`src/verilog/sup_pkg.sv`:
```
`default_nettype none
package sup_pkg;
  localparam int CLK_HZ = 10_000_000;
  localparam int CYC_PER_US = CLK_HZ / 1_000_000;

  // least times round up, typical/longest times round down
  function automatic int ns_to_cyc_up(input int ns);
    ns_to_cyc_up = (ns * CYC_PER_US + 999) / 1000;
  endfunction : ns_to_cyc_up

  function automatic int ns_to_cyc_dn(input int ns);
    ns_to_cyc_dn = (ns * CYC_PER_US) / 1000;
  endfunction : ns_to_cyc_dn

  localparam int WAKE_WAIT_NS = 10_000;
  localparam int WAKE_WAIT_CYC = ns_to_cyc_up(WAKE_WAIT_NS);
  localparam int STANDBY_DELAY_NS = 256_000;
  localparam int STANDBY_DELAY_CYC = ns_to_cyc_dn(STANDBY_DELAY_NS);
  localparam int CSN_HIGH_NS = 4_000;
  localparam int CSN_HIGH_CYC = ns_to_cyc_up(CSN_HIGH_NS);
  localparam int LINK_PERIOD_NS = 1_000;
  localparam int LINK_HALF_CYC = (ns_to_cyc_up(LINK_PERIOD_NS) + 1) / 2;
  localparam int HOST_CNT_W = 8;
  localparam int STBY_CNT_W = 12;

  localparam int FRAME_BITS = 24;
  localparam int FRAME_CNT_W = 5;
  localparam int OUT_N = 7;

  typedef enum logic [1:0] {
    CMD_WRITE = 2'b00,
    CMD_READ_CLEAR = 2'b01,
    CMD_SOFT_RESET = 2'b10,
    CMD_NOP = 2'b11
  } cmd_e;
  localparam int CMD_LSB = 22;

  // control word fields, frame bits [16:0]
  localparam int CTL_W = 17;
  localparam int CTL_EN = 0;
  localparam int CTL_RD = 1;
  localparam int CTL_OUT_LSB = 2;
  localparam int CTL_OCR_LSB = 9;
  localparam int CTL_MD = 16;

  // reply status fields
  localparam int ST_PUMP = 0;
  localparam int ST_TW = 1;
  localparam int ST_TSD = 2;
  localparam int ST_OV = 3;
  localparam int ST_UV = 4;
  localparam int ST_OC_LSB = 5;
  localparam int ST_OL_LSB = 12;
  localparam int ST_ACTIVE = 19;

  typedef enum logic [1:0] {
    GATE_NORMAL = 2'b00,
    GATE_RES_LOW = 2'b01,
    GATE_SINK = 2'b10
  } gate_e;

  localparam int AXI_ADDR_W = 4;
  localparam logic [AXI_ADDR_W-1:0] REG_CMD = 4'h0;
  localparam logic [AXI_ADDR_W-1:0] REG_STATUS = 4'h4;
  localparam logic [AXI_ADDR_W-1:0] REG_REPLY = 4'h8;
  localparam logic [1:0] RESP_OKAY = 2'h0;
  localparam logic [1:0] RESP_SLVERR = 2'h2;
  localparam int STAT_BUSY = 0;
endpackage : sup_pkg
`default_nettype wire

```
`src/verilog/sup_link_if.sv`:
```
`timescale 1ns/1ps
`default_nettype none
interface sup_link_if;
  logic chip_sel_n;
  logic link_clk;
  logic host_data;
  logic dev_data;
  logic dev_data_oe;
  logic dev_data_line;

  // released line is pulled high
  assign dev_data_line = dev_data_oe ? dev_data : 1'b1;

  modport host (
    output chip_sel_n,
    output link_clk,
    output host_data,
    input dev_data_line
  );

  modport dev (
    input chip_sel_n,
    input link_clk,
    input host_data,
    output dev_data,
    output dev_data_oe
  );
endinterface : sup_link_if
`default_nettype wire

```
`src/verilog/sup_device.sv`:
```
// Notes on behaviour
// after power-up, sit in standby, analog off
// chip select low wakes device to active
// host waits 10 us before first transfer
// no enable: standby 256 us after select rises
// host should switch outputs off before standby
// shifted data applied only at select rising
// logic state survives power supply glitches
// pump off in standby and after thermal shutdown
// filtered pump-low: flag, outputs off, gates low
// pump-low stop held until software reset or supply recovery
// status bits set only after filter time
// open load and warning only set status
// overcurrent stops one driver, shutdown stops all
// no recovery bit: off until status cleared
// overvoltage: outputs hiz, pump off, gates sink
// undervoltage: output stages to high impedance
// supply back: pump on, flag cleared, restore
// recovery disabled: host must clear status bits
// host should set supply recovery disable bit
// power-on reset initialises the logic
// logic supply low: tri-state, clear status
// logic supply high: hold reset until it falls
// warning and shutdown latched until read-clear
// comparator inputs synchronised, each own filter except the logic supply ones
`timescale 1ns/1ps
`default_nettype none
module sup_device #(
  parameter int FILTER_CYC = 16,
  parameter int FILTER_W = 8
) (
  input wire logic aclk,
  input wire logic aresetn,
  sup_link_if.dev lk,
  input wire logic vs_over,
  input wire logic vs_under,
  input wire logic pump_low_in,
  input wire logic temp_warn_in,
  input wire logic temp_shut_in,
  input wire logic [sup_pkg::OUT_N-1:0] oc_in,
  input wire logic [sup_pkg::OUT_N-1:0] ol_in,
  input wire logic vcc_low_in,
  input wire logic vcc_high_in,
  output logic [sup_pkg::OUT_N-1:0] drive_on,
  output logic [sup_pkg::OUT_N-1:0] drive_hiz,
  output logic pump_enable,
  output logic mirror_dimming_control,
  output sup_pkg::gate_e gate_mode,
  output logic analog_active
);
  import sup_pkg::*;

  localparam int NF = 5 + 2 * OUT_N;
  localparam int NR = NF + 2;
  localparam int I_OV = 0;
  localparam int I_UV = 1;
  localparam int I_PUMP = 2;
  localparam int I_TW = 3;
  localparam int I_TSD = 4;
  localparam int I_OC = 5;
  localparam int I_OL = 5 + OUT_N;
  localparam logic [FILTER_W-1:0] FILT_MAX = FILTER_W'(FILTER_CYC);
  localparam logic [STBY_CNT_W-1:0] STBY_LAST = STBY_CNT_W'(STANDBY_DELAY_CYC - 1);
  localparam logic [FRAME_CNT_W-1:0] FRAME_N = FRAME_CNT_W'(FRAME_BITS);

  typedef enum logic [1:0] {
    ST_STANDBY = 2'b00,
    ST_ACTIVE_MODE = 2'b01,
    ST_RESET_HOLD = 2'b10
  } dev_state_e;

  typedef struct packed {
    logic [2:0] lk1;
    logic [2:0] lk2;
    logic [NR-1:0] an1;
    logic [NR-1:0] an2;
    logic [NF-1:0][FILTER_W-1:0] fcnt;
    logic prev_clk;
    logic prev_csn;
    dev_state_e st;
    logic [STBY_CNT_W-1:0] stby_cnt;
    logic [FRAME_BITS-1:0] shin;
    logic [FRAME_BITS-1:0] shout;
    logic [FRAME_CNT_W-1:0] nbits;
    logic [CTL_W-1:0] ctrl;
    logic pump_flag;
    logic tw;
    logic tsd;
    logic ov;
    logic uv;
    logic [OUT_N-1:0] oc;
    logic [OUT_N-1:0] ol;
    logic sup_fault_d;
    logic miso_oe;
    logic [OUT_N-1:0] drive;
    logic [OUT_N-1:0] hiz;
    logic pump_en;
    logic mdc;
    gate_e gate;
    logic act;
  } dev_s;

  dev_s r;
  dev_s n;

  function automatic logic [FRAME_BITS-1:0] status_word(input dev_s s);
    status_word = '0;
    status_word[ST_PUMP] = s.pump_flag;
    status_word[ST_TW] = s.tw;
    status_word[ST_TSD] = s.tsd;
    status_word[ST_OV] = s.ov;
    status_word[ST_UV] = s.uv;
    status_word[ST_OC_LSB +: OUT_N] = s.oc;
    status_word[ST_OL_LSB +: OUT_N] = s.ol;
    status_word[ST_ACTIVE] = (s.st == ST_ACTIVE_MODE);
  endfunction : status_word

  always_comb
  begin
    logic [NF-1:0] fok;
    logic csn;
    logic sclk;
    logic mosi;
    logic active;
    logic csn_fall;
    logic csn_rise;
    logic clk_rise;
    logic clk_fall;
    logic frame_ok;
    logic clr_rc;
    logic clr_sr;
    logic sup_now;
    logic sup_recover;
    logic sup_off;
    logic ov_off;
    logic all_off;
    logic vcc_low;
    logic vcc_high;
    logic [OUT_N-1:0] oc_rec;
    logic [OUT_N-1:0] oc_off;
    fok = '0;
    n = r;
    // first stages feed only the second stages
    n.lk1 = {lk.chip_sel_n, lk.link_clk, lk.host_data};
    n.lk2 = r.lk1;
    n.an1 = {vcc_high_in, vcc_low_in, ol_in, oc_in, temp_shut_in, temp_warn_in, pump_low_in, vs_under, vs_over};
    n.an2 = r.an1;
    for (int i = 0; i < NF; i++)
    begin
      fok[i] = r.an2[i] && (r.fcnt[i] == FILT_MAX);
      if (!r.an2[i])
        n.fcnt[i] = '0;
      else if (r.fcnt[i] != FILT_MAX)
        n.fcnt[i] = r.fcnt[i] + 1'b1;
    end
    vcc_low = r.an2[NF];
    vcc_high = r.an2[NF+1];
    csn = r.lk2[2];
    sclk = r.lk2[1];
    mosi = r.lk2[0];
    n.prev_clk = sclk;
    n.prev_csn = csn;
    active = (r.st == ST_ACTIVE_MODE);
    csn_fall = r.prev_csn && !csn;
    csn_rise = !r.prev_csn && csn;
    clk_rise = !r.prev_clk && sclk && !csn;
    clk_fall = r.prev_clk && !sclk && !csn;
    frame_ok = csn_rise && (r.nbits == FRAME_N);
    clr_rc = frame_ok && (cmd_e'(r.shin[CMD_LSB +: 2]) == CMD_READ_CLEAR);
    clr_sr = frame_ok && (cmd_e'(r.shin[CMD_LSB +: 2]) == CMD_SOFT_RESET);

    // serial shifting
    if (csn_fall)
    begin
      n.nbits = '0;
      n.shout = status_word(r);
      if (r.st == ST_STANDBY)
        n.st = ST_ACTIVE_MODE;
    end
    if (clk_rise)
    begin
      n.shin = {r.shin[FRAME_BITS-2:0], mosi};
      if (r.nbits != FRAME_N)
        n.nbits = r.nbits + 1'b1;
    end
    if (clk_fall)
      n.shout = {r.shout[FRAME_BITS-2:0], 1'b0};
    n.miso_oe = !csn;
    // outputs see new data only here, never mid-frame
    if (frame_ok && (cmd_e'(r.shin[CMD_LSB +: 2]) == CMD_WRITE))
      n.ctrl = r.shin[CTL_W-1:0];
    if (clr_sr)
      n.ctrl = '0;

    // status latches: a new set outweighs a clear in the same cycle
    sup_now = fok[I_OV] || fok[I_UV];
    sup_recover = r.sup_fault_d && !sup_now && !r.ctrl[CTL_RD];
    n.sup_fault_d = sup_now;
    n.pump_flag = (active && fok[I_PUMP]) || (r.pump_flag && !clr_sr && !sup_recover);
    n.tw = (active && fok[I_TW]) || (r.tw && !clr_rc);
    n.tsd = (active && fok[I_TSD]) || (r.tsd && !clr_rc);
    n.ov = (active && fok[I_OV]) || (r.ov && !clr_rc);
    n.uv = (active && fok[I_UV]) || (r.uv && !clr_rc);
    n.oc = ({OUT_N{active}} & fok[I_OC +: OUT_N]) | (r.oc & ~{OUT_N{clr_rc}});
    // open load is watched on switched-on stages and only reported
    n.ol = (r.drive & fok[I_OL +: OUT_N]) | (r.ol & ~{OUT_N{clr_rc}});

    // standby fallback once select has risen without the enable bit
    if (active && csn && !r.ctrl[CTL_EN])
    begin
      n.stby_cnt = r.stby_cnt + 1'b1;
      if (r.stby_cnt == STBY_LAST)
      begin
        n.st = ST_STANDBY;
        n.ctrl = '0;
        n.pump_flag = 1'b0;
        n.tw = 1'b0;
        n.tsd = 1'b0;
        n.ov = 1'b0;
        n.uv = 1'b0;
        n.oc = '0;
        n.ol = '0;
      end
    end
    else
      n.stby_cnt = '0;

    // logic supply window; the power supply never touches this state
    if (vcc_low || vcc_high)
    begin
      n.st = ST_RESET_HOLD;
      n.ctrl = '0;
      n.pump_flag = 1'b0;
      n.tw = 1'b0;
      n.tsd = 1'b0;
      n.ov = 1'b0;
      n.uv = 1'b0;
      n.oc = '0;
      n.ol = '0;
      n.stby_cnt = '0;
    end
    else if (r.st == ST_RESET_HOLD)
      n.st = ST_STANDBY;

    // output stage control
    ov_off = fok[I_OV] || (r.ctrl[CTL_RD] && r.ov);
    sup_off = sup_now || (r.ctrl[CTL_RD] && (r.ov || r.uv));
    oc_rec = r.ctrl[CTL_OCR_LSB +: OUT_N];
    // with recovery set the driver only pauses while the fault is present
    oc_off = (r.oc & ~oc_rec) | fok[I_OC +: OUT_N];
    all_off = !active || r.tsd || r.pump_flag || sup_off;
    n.drive = r.ctrl[CTL_OUT_LSB +: OUT_N] & ~oc_off & ~{OUT_N{all_off}};
    n.hiz = {OUT_N{vcc_low || (active && sup_off)}};
    if (vcc_low)
      n.drive = '0;
    n.pump_en = active && !r.tsd && !ov_off;
    if (active && ov_off)
      n.gate = GATE_SINK;
    else if (!active || r.tsd || r.pump_flag)
      n.gate = GATE_RES_LOW;
    else
      n.gate = GATE_NORMAL;
    n.mdc = active && r.ctrl[CTL_MD] && !r.pump_flag && !r.tsd && !sup_off;
    n.act = active;
  end

  // aresetn is the power-on reset of the logic supply
  always_ff @(posedge aclk)
  begin
    if (!aresetn)
    begin
      r <= '0;
      // idle levels: select high, link clock low, so no false edge after reset
      r.lk1 <= 3'h4;
      r.lk2 <= 3'h4;
      r.prev_csn <= 1'b1;
      r.gate <= GATE_RES_LOW;
    end
    else
      r <= n;
  end

  assign lk.dev_data = r.shout[FRAME_BITS-1];
  assign lk.dev_data_oe = r.miso_oe;
  assign drive_on = r.drive;
  assign drive_hiz = r.hiz;
  assign pump_enable = r.pump_en;
  assign mirror_dimming_control = r.mdc;
  assign gate_mode = r.gate;
  assign analog_active = r.act;
endmodule : sup_device
`default_nettype wire

```
`src/flat_wrapper.sv`:
```
// flat-port wrapper written by rule: the top's interface ports become plain ports
module sup_device_flat import sup_pkg::*;
#(
  parameter int FILTER_CYC = 16,
  parameter int FILTER_W = 8
)
  (aclk, aresetn, vs_over, vs_under, pump_low_in, temp_warn_in, temp_shut_in, oc_in, ol_in, vcc_low_in, vcc_high_in, drive_on, drive_hiz, pump_enable, mirror_dimming_control, gate_mode, analog_active, lk_chip_sel_n, lk_link_clk, lk_host_data, lk_dev_data, lk_dev_data_oe);
  sup_link_if lk_i ();
  input wire logic aclk;
  input wire logic aresetn;
  input wire logic vs_over;
  input wire logic vs_under;
  input wire logic pump_low_in;
  input wire logic temp_warn_in;
  input wire logic temp_shut_in;
  input wire logic [sup_pkg::OUT_N-1:0] oc_in;
  input wire logic [sup_pkg::OUT_N-1:0] ol_in;
  input wire logic vcc_low_in;
  input wire logic vcc_high_in;
  output logic [sup_pkg::OUT_N-1:0] drive_on;
  output logic [sup_pkg::OUT_N-1:0] drive_hiz;
  output logic pump_enable;
  output logic mirror_dimming_control;
  output sup_pkg::gate_e gate_mode;
  output logic analog_active;
  input wire logic [$bits(lk_i.chip_sel_n)-1:0] lk_chip_sel_n;
  input wire logic [$bits(lk_i.link_clk)-1:0] lk_link_clk;
  input wire logic [$bits(lk_i.host_data)-1:0] lk_host_data;
  output wire logic [$bits(lk_i.dev_data)-1:0] lk_dev_data;
  output wire logic [$bits(lk_i.dev_data_oe)-1:0] lk_dev_data_oe;
  assign lk_i.chip_sel_n = lk_chip_sel_n;
  assign lk_i.link_clk = lk_link_clk;
  assign lk_i.host_data = lk_host_data;
  assign lk_dev_data = lk_i.dev_data;
  assign lk_dev_data_oe = lk_i.dev_data_oe;
  sup_device #(.FILTER_CYC(FILTER_CYC), .FILTER_W(FILTER_W)) u_core (.aclk(aclk), .aresetn(aresetn), .lk(lk_i), .vs_over(vs_over), .vs_under(vs_under), .pump_low_in(pump_low_in), .temp_warn_in(temp_warn_in), .temp_shut_in(temp_shut_in), .oc_in(oc_in), .ol_in(ol_in), .vcc_low_in(vcc_low_in), .vcc_high_in(vcc_high_in), .drive_on(drive_on), .drive_hiz(drive_hiz), .pump_enable(pump_enable), .mirror_dimming_control(mirror_dimming_control), .gate_mode(gate_mode), .analog_active(analog_active));
endmodule
```
`config.mk`:
```
export PLATFORM = sky130hd
export DESIGN_NAME = sup_device_flat
export DESIGN_NICKNAME = d
export VERILOG_FILES = /design/src/verilog/sup_pkg.sv /design/src/verilog/sup_link_if.sv /design/src/verilog/sup_device.sv /design/src/flat_wrapper.sv
export SDC_FILE = /design/constraint.sdc
export NUM_CORES = 1
export LEC_CHECK = 0
export CORE_MARGIN = 1
export CORE_UTILIZATION = 49
export CTS_CLUSTER_DIAMETER = 150
export CTS_CLUSTER_SIZE = 20
export DETAILED_ROUTE_END_ITERATION = 8
export DONT_BUFFER_PORTS = 1
export SETUP_SLACK_MARGIN = 0.15
export SYNTH_ARGS = -nofsm -noshare
export SYNTH_HDL_FRONTEND = slang
export SYNTH_SLANG_ARGS = --single-unit
```
`constraint.sdc`:
```
create_clock -name aclk -period 2.1 [get_ports aclk]
set_input_delay 0.21 -clock aclk [delete_from_list [all_inputs] [get_ports aclk]]
set_output_delay 0.21 -clock aclk [all_outputs]
set_load 0.1 [all_outputs]
```
* Word level (Yosys, flattened, before mapping)
Index checks and enable logic that the tools add are counted.
** Word-level totals
- Output and inout port bits :: 21
- RAM bits :: 0
- Bits in read-only memories :: 0
- Input bits :: 26
- Register bits after elaboration :: 320
- Word-level logic and storage cells :: 256
- Memories kept :: 0
- Bits in latches :: 0
** Operators by class
- Reductions and logical operators :: 110
- $add $sub $neg :: 21
- Muxes and demuxes :: 16
- Equal/unequal tests :: 45
- Divide/modulo/power cells :: 0
- Shift-type cells :: 0
- $lt $le $gt $ge :: 0
- Bitwise logic cells :: 16
- Multipliers :: 0
** Operators by type and width (number)
- 8-bit by 1-bit adder with 8-bit output, second input constant :: 19
- 8-bit by 5-bit == test with 1-bit output, second input constant :: 19
- 8-bit by 5-bit inequality test with 1-bit output, second input constant :: 19
- 36-bit two-way mux :: 2
- 1-bit logical AND :: 54
- 7-bit bitwise AND :: 7
- 2-bit AND reduction :: 19
- 17-bit two-way mux :: 2
- 29-bit two-way mux :: 1
- 7-bit inverter :: 4
- 24-bit two-way mux :: 1
- 7-bit bitwise OR :: 3
- 1-bit zero test :: 15
- 1-bit logical OR :: 14
- 2-bit two-way mux :: 7
- 12-bit by 1-bit adder with 12-bit output, second input constant :: 1
- 12-bit == test, second input constant :: 1
- 5-bit two-way mux :: 2
- 2-bit OR reduction :: 3
- 3-bit OR reduction :: 2
- 5-bit by 1-bit adder with 5-bit output, second input constant :: 1
- 5-bit == test, second input constant :: 1
- 5-bit inequality test, second input constant :: 1
- 2-bit by 1-bit == test with 1-bit output, second input constant :: 2
- other kinds (5) :: 8

* Logic depth before layout (Yosys ltp)
- Depth after elaboration :: 11
- Depth in mapped cells :: 8
- Gate-level depth less buffers :: 6

* Worst setup path after synthesis
Ideal clock, no wire load.
- Path kind :: reg2reg
- From :: register u_core.r[57] in the netlist's numbering
- To :: register u_core.r[29] in the netlist's numbering
- Library setup time :: 0.117 ns
- Clock period less this slack :: 1.779 ns
- Setup slack :: 0.321 ns
- Path buffers :: 2
- Required time :: 1.983 ns
- Arrival time :: 1.662 ns
- Stages on the path, launching flop included :: 9
- Cell sequence :: dfxtp_1 inv_1 ha_1 nand4b_4 or4b_4 buf_6 buf_8 a32oi_1 nor2_1
** On the way
- Cells in the longest elaborated chain, start to end :: 8
** RTL lines
- start: declaration :: RTL line sup_device.sv:103 : dev_s r;
- start signal: assignment :: RTL line sup_device.sv:280 : r <= n;
- 5-bit == test * :: RTL line sup_device.sv:168 : frame_ok = csn_rise && (r.nbits == FRAME_N);
- 1-bit logical AND * :: RTL line sup_device.sv:168
- 1-bit logical AND * :: RTL line sup_device.sv:169 : clr_rc = frame_ok && (cmd_e'(r.shin[CMD_LSB +: 2]) == CMD_READ_CLEAR);
- 7-bit inverter * :: RTL line sup_device.sv:204 : n.oc = ({OUT_N{active}} & fok[I_OC +: OUT_N]) | (r.oc & ~{OUT_N{clr_rc}});
- 7-bit bitwise AND * :: RTL line sup_device.sv:204
- 7-bit bitwise OR * :: RTL line sup_device.sv:204
- 36-bit two-way mux :: RTL line sup_device.sv:212 : if (r.stby_cnt == STBY_LAST)
- 36-bit two-way mux * :: RTL line sup_device.sv:209 : if (active && csn && !r.ctrl[CTL_EN])
Mark *: on every way between the ends. The rest lies on a longest branch, timed or not.
A chain may end at the register's enable or synchronous reset.

* Worst setup path after layout
- From :: register u_core.r[57] in the netlist's numbering
- To :: register u_core.r[25] in the netlist's numbering
** On the way
- Cells in the longest elaborated chain, start to end :: 8
** RTL lines
- 5-bit == test * :: RTL line sup_device.sv:168
- 1-bit logical AND * :: RTL line sup_device.sv:168
- 1-bit logical AND * :: RTL line sup_device.sv:169
- 7-bit inverter * :: RTL line sup_device.sv:206 : n.ol = (r.drive & fok[I_OL +: OUT_N]) | (r.ol & ~{OUT_N{clr_rc}});
- 7-bit bitwise AND * :: RTL line sup_device.sv:206
- 7-bit bitwise OR * :: RTL line sup_device.sv:206
- 36-bit two-way mux :: RTL line sup_device.sv:212
- 36-bit two-way mux * :: RTL line sup_device.sv:209
Marks and branches as above.

==> qor.csv <==
stage,metric,value,unit
clocking,"CTS clk-pin slew, worst paths",0.09,ns
power,Flop pwr share,0.616,
detailed_routing,drt via density,5.11,
die,# rows,58,
sta,# setup viols final,0,
cells_and_area,layout cells sized above 1,0.0496,
sta,Final Max Tran Viols,0,
die,die height,164,microns
clocking,Worst-Skew Late Latency,0.52,ns
logic_synthesis,Synth area leaders,"dfxtp_1, xor2_1, nor2_1",
detailed_routing,final wirelength,24.0,mm
grt,initial antenna violation count,0,
placed_design,Buffers on Ports,0,
grt,first-pass GRT wire length,40.1,mm
critical_path,worst reg2reg setup slack,0.26,ns
sta,Final TNS setup,0,ns
worst_hold_path,Hold Crit Class,in2reg,
logic_synthesis,commonest cells in the netlist,"dfxtp_1, nor2_1, nand3_1, nand2_1, xor2_1",
clocking,CTS tree,yes,
sta,Slew headroom,0.464,
critical_path,CP startpoint kind,flop,
sta,worst slew pin tran,0.811,ns
grt,vias in the first global route,8171,
clocking,Root Driver,clkbuf_16,
logic_synthesis,share of the synthesized area in the top cell type,0.498,
critical_path,Critical Path End Type,flop,
logic_synthesis,Main synth FF type,dfxtp_1,
die,DIE WIDTH,164,microns
clocking,Clock Tree Buf Depth,3,
power,cell leakage power,4.95,nW
logic_synthesis,"count leader, synth",dfxtp_1,
sta,Final Skew,0.0238,ns
logic_synthesis,synthesized cell area,0.0129,sq mm
cells_and_area,synth-to-layout area growth,8.88,%
critical_path,worst path cell trace,inv_1 -> ha_1 -> nand4b_4 -> or4b_4 -> a2bb2oi_1 -> nor2_1,
clocking,total CTS buffers,19,
logic_synthesis,"Seq/Total Area, Yosys",0.498,
power,Clk pwr share,0.355,
sta,fmax,0.544,GHz
power,PwrDens,713,mW/mm^2
detailed_routing,DRT antenna net count,0,
detailed_routing,initial drt markers,660,
cells_and_area,fin nets,1478,
critical_path,required time worst endpoint,2.50,ns
logic_synthesis,Yosys warning count,0,
logic_synthesis,Synth Area per Inst,9.23,sq um
grt,grt total ovfl,0,
critical_path,CP Data Arrival Time,2.24,ns
logic_synthesis,"FFs w/ async S/R, synth",0,
die,io pins,47,
sta,Final Hold Viols,0,
outcome,status,completed,
logic_synthesis,Syn Inst Count,1395,
power,Comb power frac,0.029,
detailed_routing,first-pass iteration count of the detailed router,6,
critical_path,slowest CP cell,or4b_4,
sta,Tmin final,1.84,ns
power,Psw,2.12,mW
logic_synthesis,Post-synth EDFFs,0,
logic_synthesis,post-synth top area cell,dfxtp_1,
sta,period utilisation layout,0.875,
cells_and_area,n_diodes,0,
logic_synthesis,"FF+latch count, synth",320,
die,Initial Util,0.505,
power,Max rail drop VDD,0.747,mV
job,Max Cap Viol,0,
logic_synthesis,Netlist cell types,54,
detailed_routing,routed via count,8889,
cells_and_area,Layout Utilization,0.550,
clocking,Sink Count,320,
power,Int Pwr,7.88,mW
placed_design,routability cong.,0.803,
die,CORE AREA,0.0255,sq mm
power,switching share of power,0.212,
logic_synthesis,net count after synthesis,1462,
critical_path,crit-path max cell delay,0.70,ns
grt,GR Util All Layers,0.182,
critical_path,CP max FO,18,
detailed_routing,WL per Instance,13.8,microns
clocking,H-tree levels,1,
sta,RSZ-0062 raised after global routing,yes,
grt,largest net degree at the start of global routing,130,
detailed_routing,DR DRC count,0,
placed_design,Post-DP HPWL,15.9,mm
critical_path,Crit Path Category,reg2reg,
sta,Min Hold Slack,0.109,ns
die,die area,0.0269,sq mm
## placed cells by master, fill, tap and decap left out, types with 2 or more instances in the layout
cell             n
a211oi_1         7
a21boi_0        26
a21oi_1         27
a222oi_1        18
a22oi_1          4
a2bb2oi_1        8
a32oi_1          9
and2_1          49
and3_1          49
buf_16           2
buf_4           25
clkbuf_16       19
dfxtp_1        319
dlygate4sd3_1   30
ha_1            41
inv_1           53
mux2i_1         14
nand2_1        118
nand2b_1         6
nand3_1        131
nand4_1          6
nor2_1         197
nor2b_1         25
nor3_1          15
nor3b_2          2
nor4_1           2
nor4b_1         12
nor4bb_1         7
o21a_1           2
o21ai_0         11
or2_2            9
xnor2_1         54
xor2_1          91
## flip-flops by register name, summed over array words and instances, names as in the netlist
signal,flops
u_core.r,279
u_core.drive_hiz,1
u_core.lk.dev_data,1
u_core.analog_active,1
u_core.lk.dev_data_oe,1
u_core.drive_on,7
u_core.n,26
u_core.gate_mode,2
u_core.pump_enable,1
u_core.mirror_dimming_control,1
## worst max-delay path: cells and delay by family (launching register included)
| kind | cells | cell delay [ns] |
|---|---|---|
| buffers and inverters | 1 | 0.07 |
| and+or+nand+nor | 3 | 0.92 |
| DFF | 1 | 0.35 |
| AOI/OAI and AO/OA | 1 | 0.20 |
| adders and majority gates | 1 | 0.19 |
## what timing repair did
| action | in CTS | in global routing |
|---|---|---|
| buffers inserted | 0 | 1 |
| hold endpoints to repair | 224 | 0 |
| resized for setup | 0 | 0 |
| endpoints found under the setup margin | 0 | 11 |
| hold buffers | 31 | 0 |
## metrics by stage
stage	power (mW)	instance area [sq um]	cells	setup slack, ns
after floorplan	6.48	12900	1395	0.321
after global placement	6.52	13200	1688	0.305
after detailed placement	6.52	13200	1688	0.251
after CTS	10.1	14000	1740	0.228
after global routing	10.4	14000	1741	0.133
final	10.0	14000	1741	0.263
## per-layer routing
layer / part of all wire / track usage
met3: 0.032 / 0.0253
met4: 0.017 / 0.0391
met1: 0.51 / 0.259
met5: 0 / 0
met2: 0.44 / 0.290
## cell type report
class / count / area, sq um
sequential: 320 / 6410
tap: 330 / 413
clock inverter: 1 / 8.76
inverter: 54 / 203
timing repair buffer: 58 / 563
multi-input combinational: 958 / 5940
clock buffer: 20 / 479
fill: 2295 / 11500
## path summary, 6_finish.rpt
check | start | to | cells past startpoint
max | u_core.r[57]$_SDFF_PN0_ | u_core.r[25]$_SDFF_PP0_ | 6
min | aresetn | u_core.r[111]$_SDFF_PP0_ | 3
max reg2reg | u_core.r[57]$_SDFF_PN0_ | u_core.r[25]$_SDFF_PP0_ | 6
min reg2reg | u_core.n[295]$_SDFF_PN0_ | u_core.r[295]$_SDFF_PN0_ | 1
## power by group through the flow
stage	Combinational, mW	Clock [mW]	Sequential [mW]
2_1_floorplan	0.182	0	6.30
4_1_cts	0.294	3.69	6.16
3_3_place_gp	0.208	0	6.31
6_report	0.290	3.55	6.16
3_5_place_dp	0.210	0	6.31
5_1_grt	0.322	3.92	6.17
## cells by family after synthesis
kind of cell    after synthesis  synth area share
simple gates                640             0.244
flops                       320             0.498
xor+xnor                    145            0.0987
compound gates              118            0.0675
buf+inv                     117            0.0413
fa+ha+maj                    41            0.0399
mux                          14            0.0109
(Power assumes the default switching activity.)
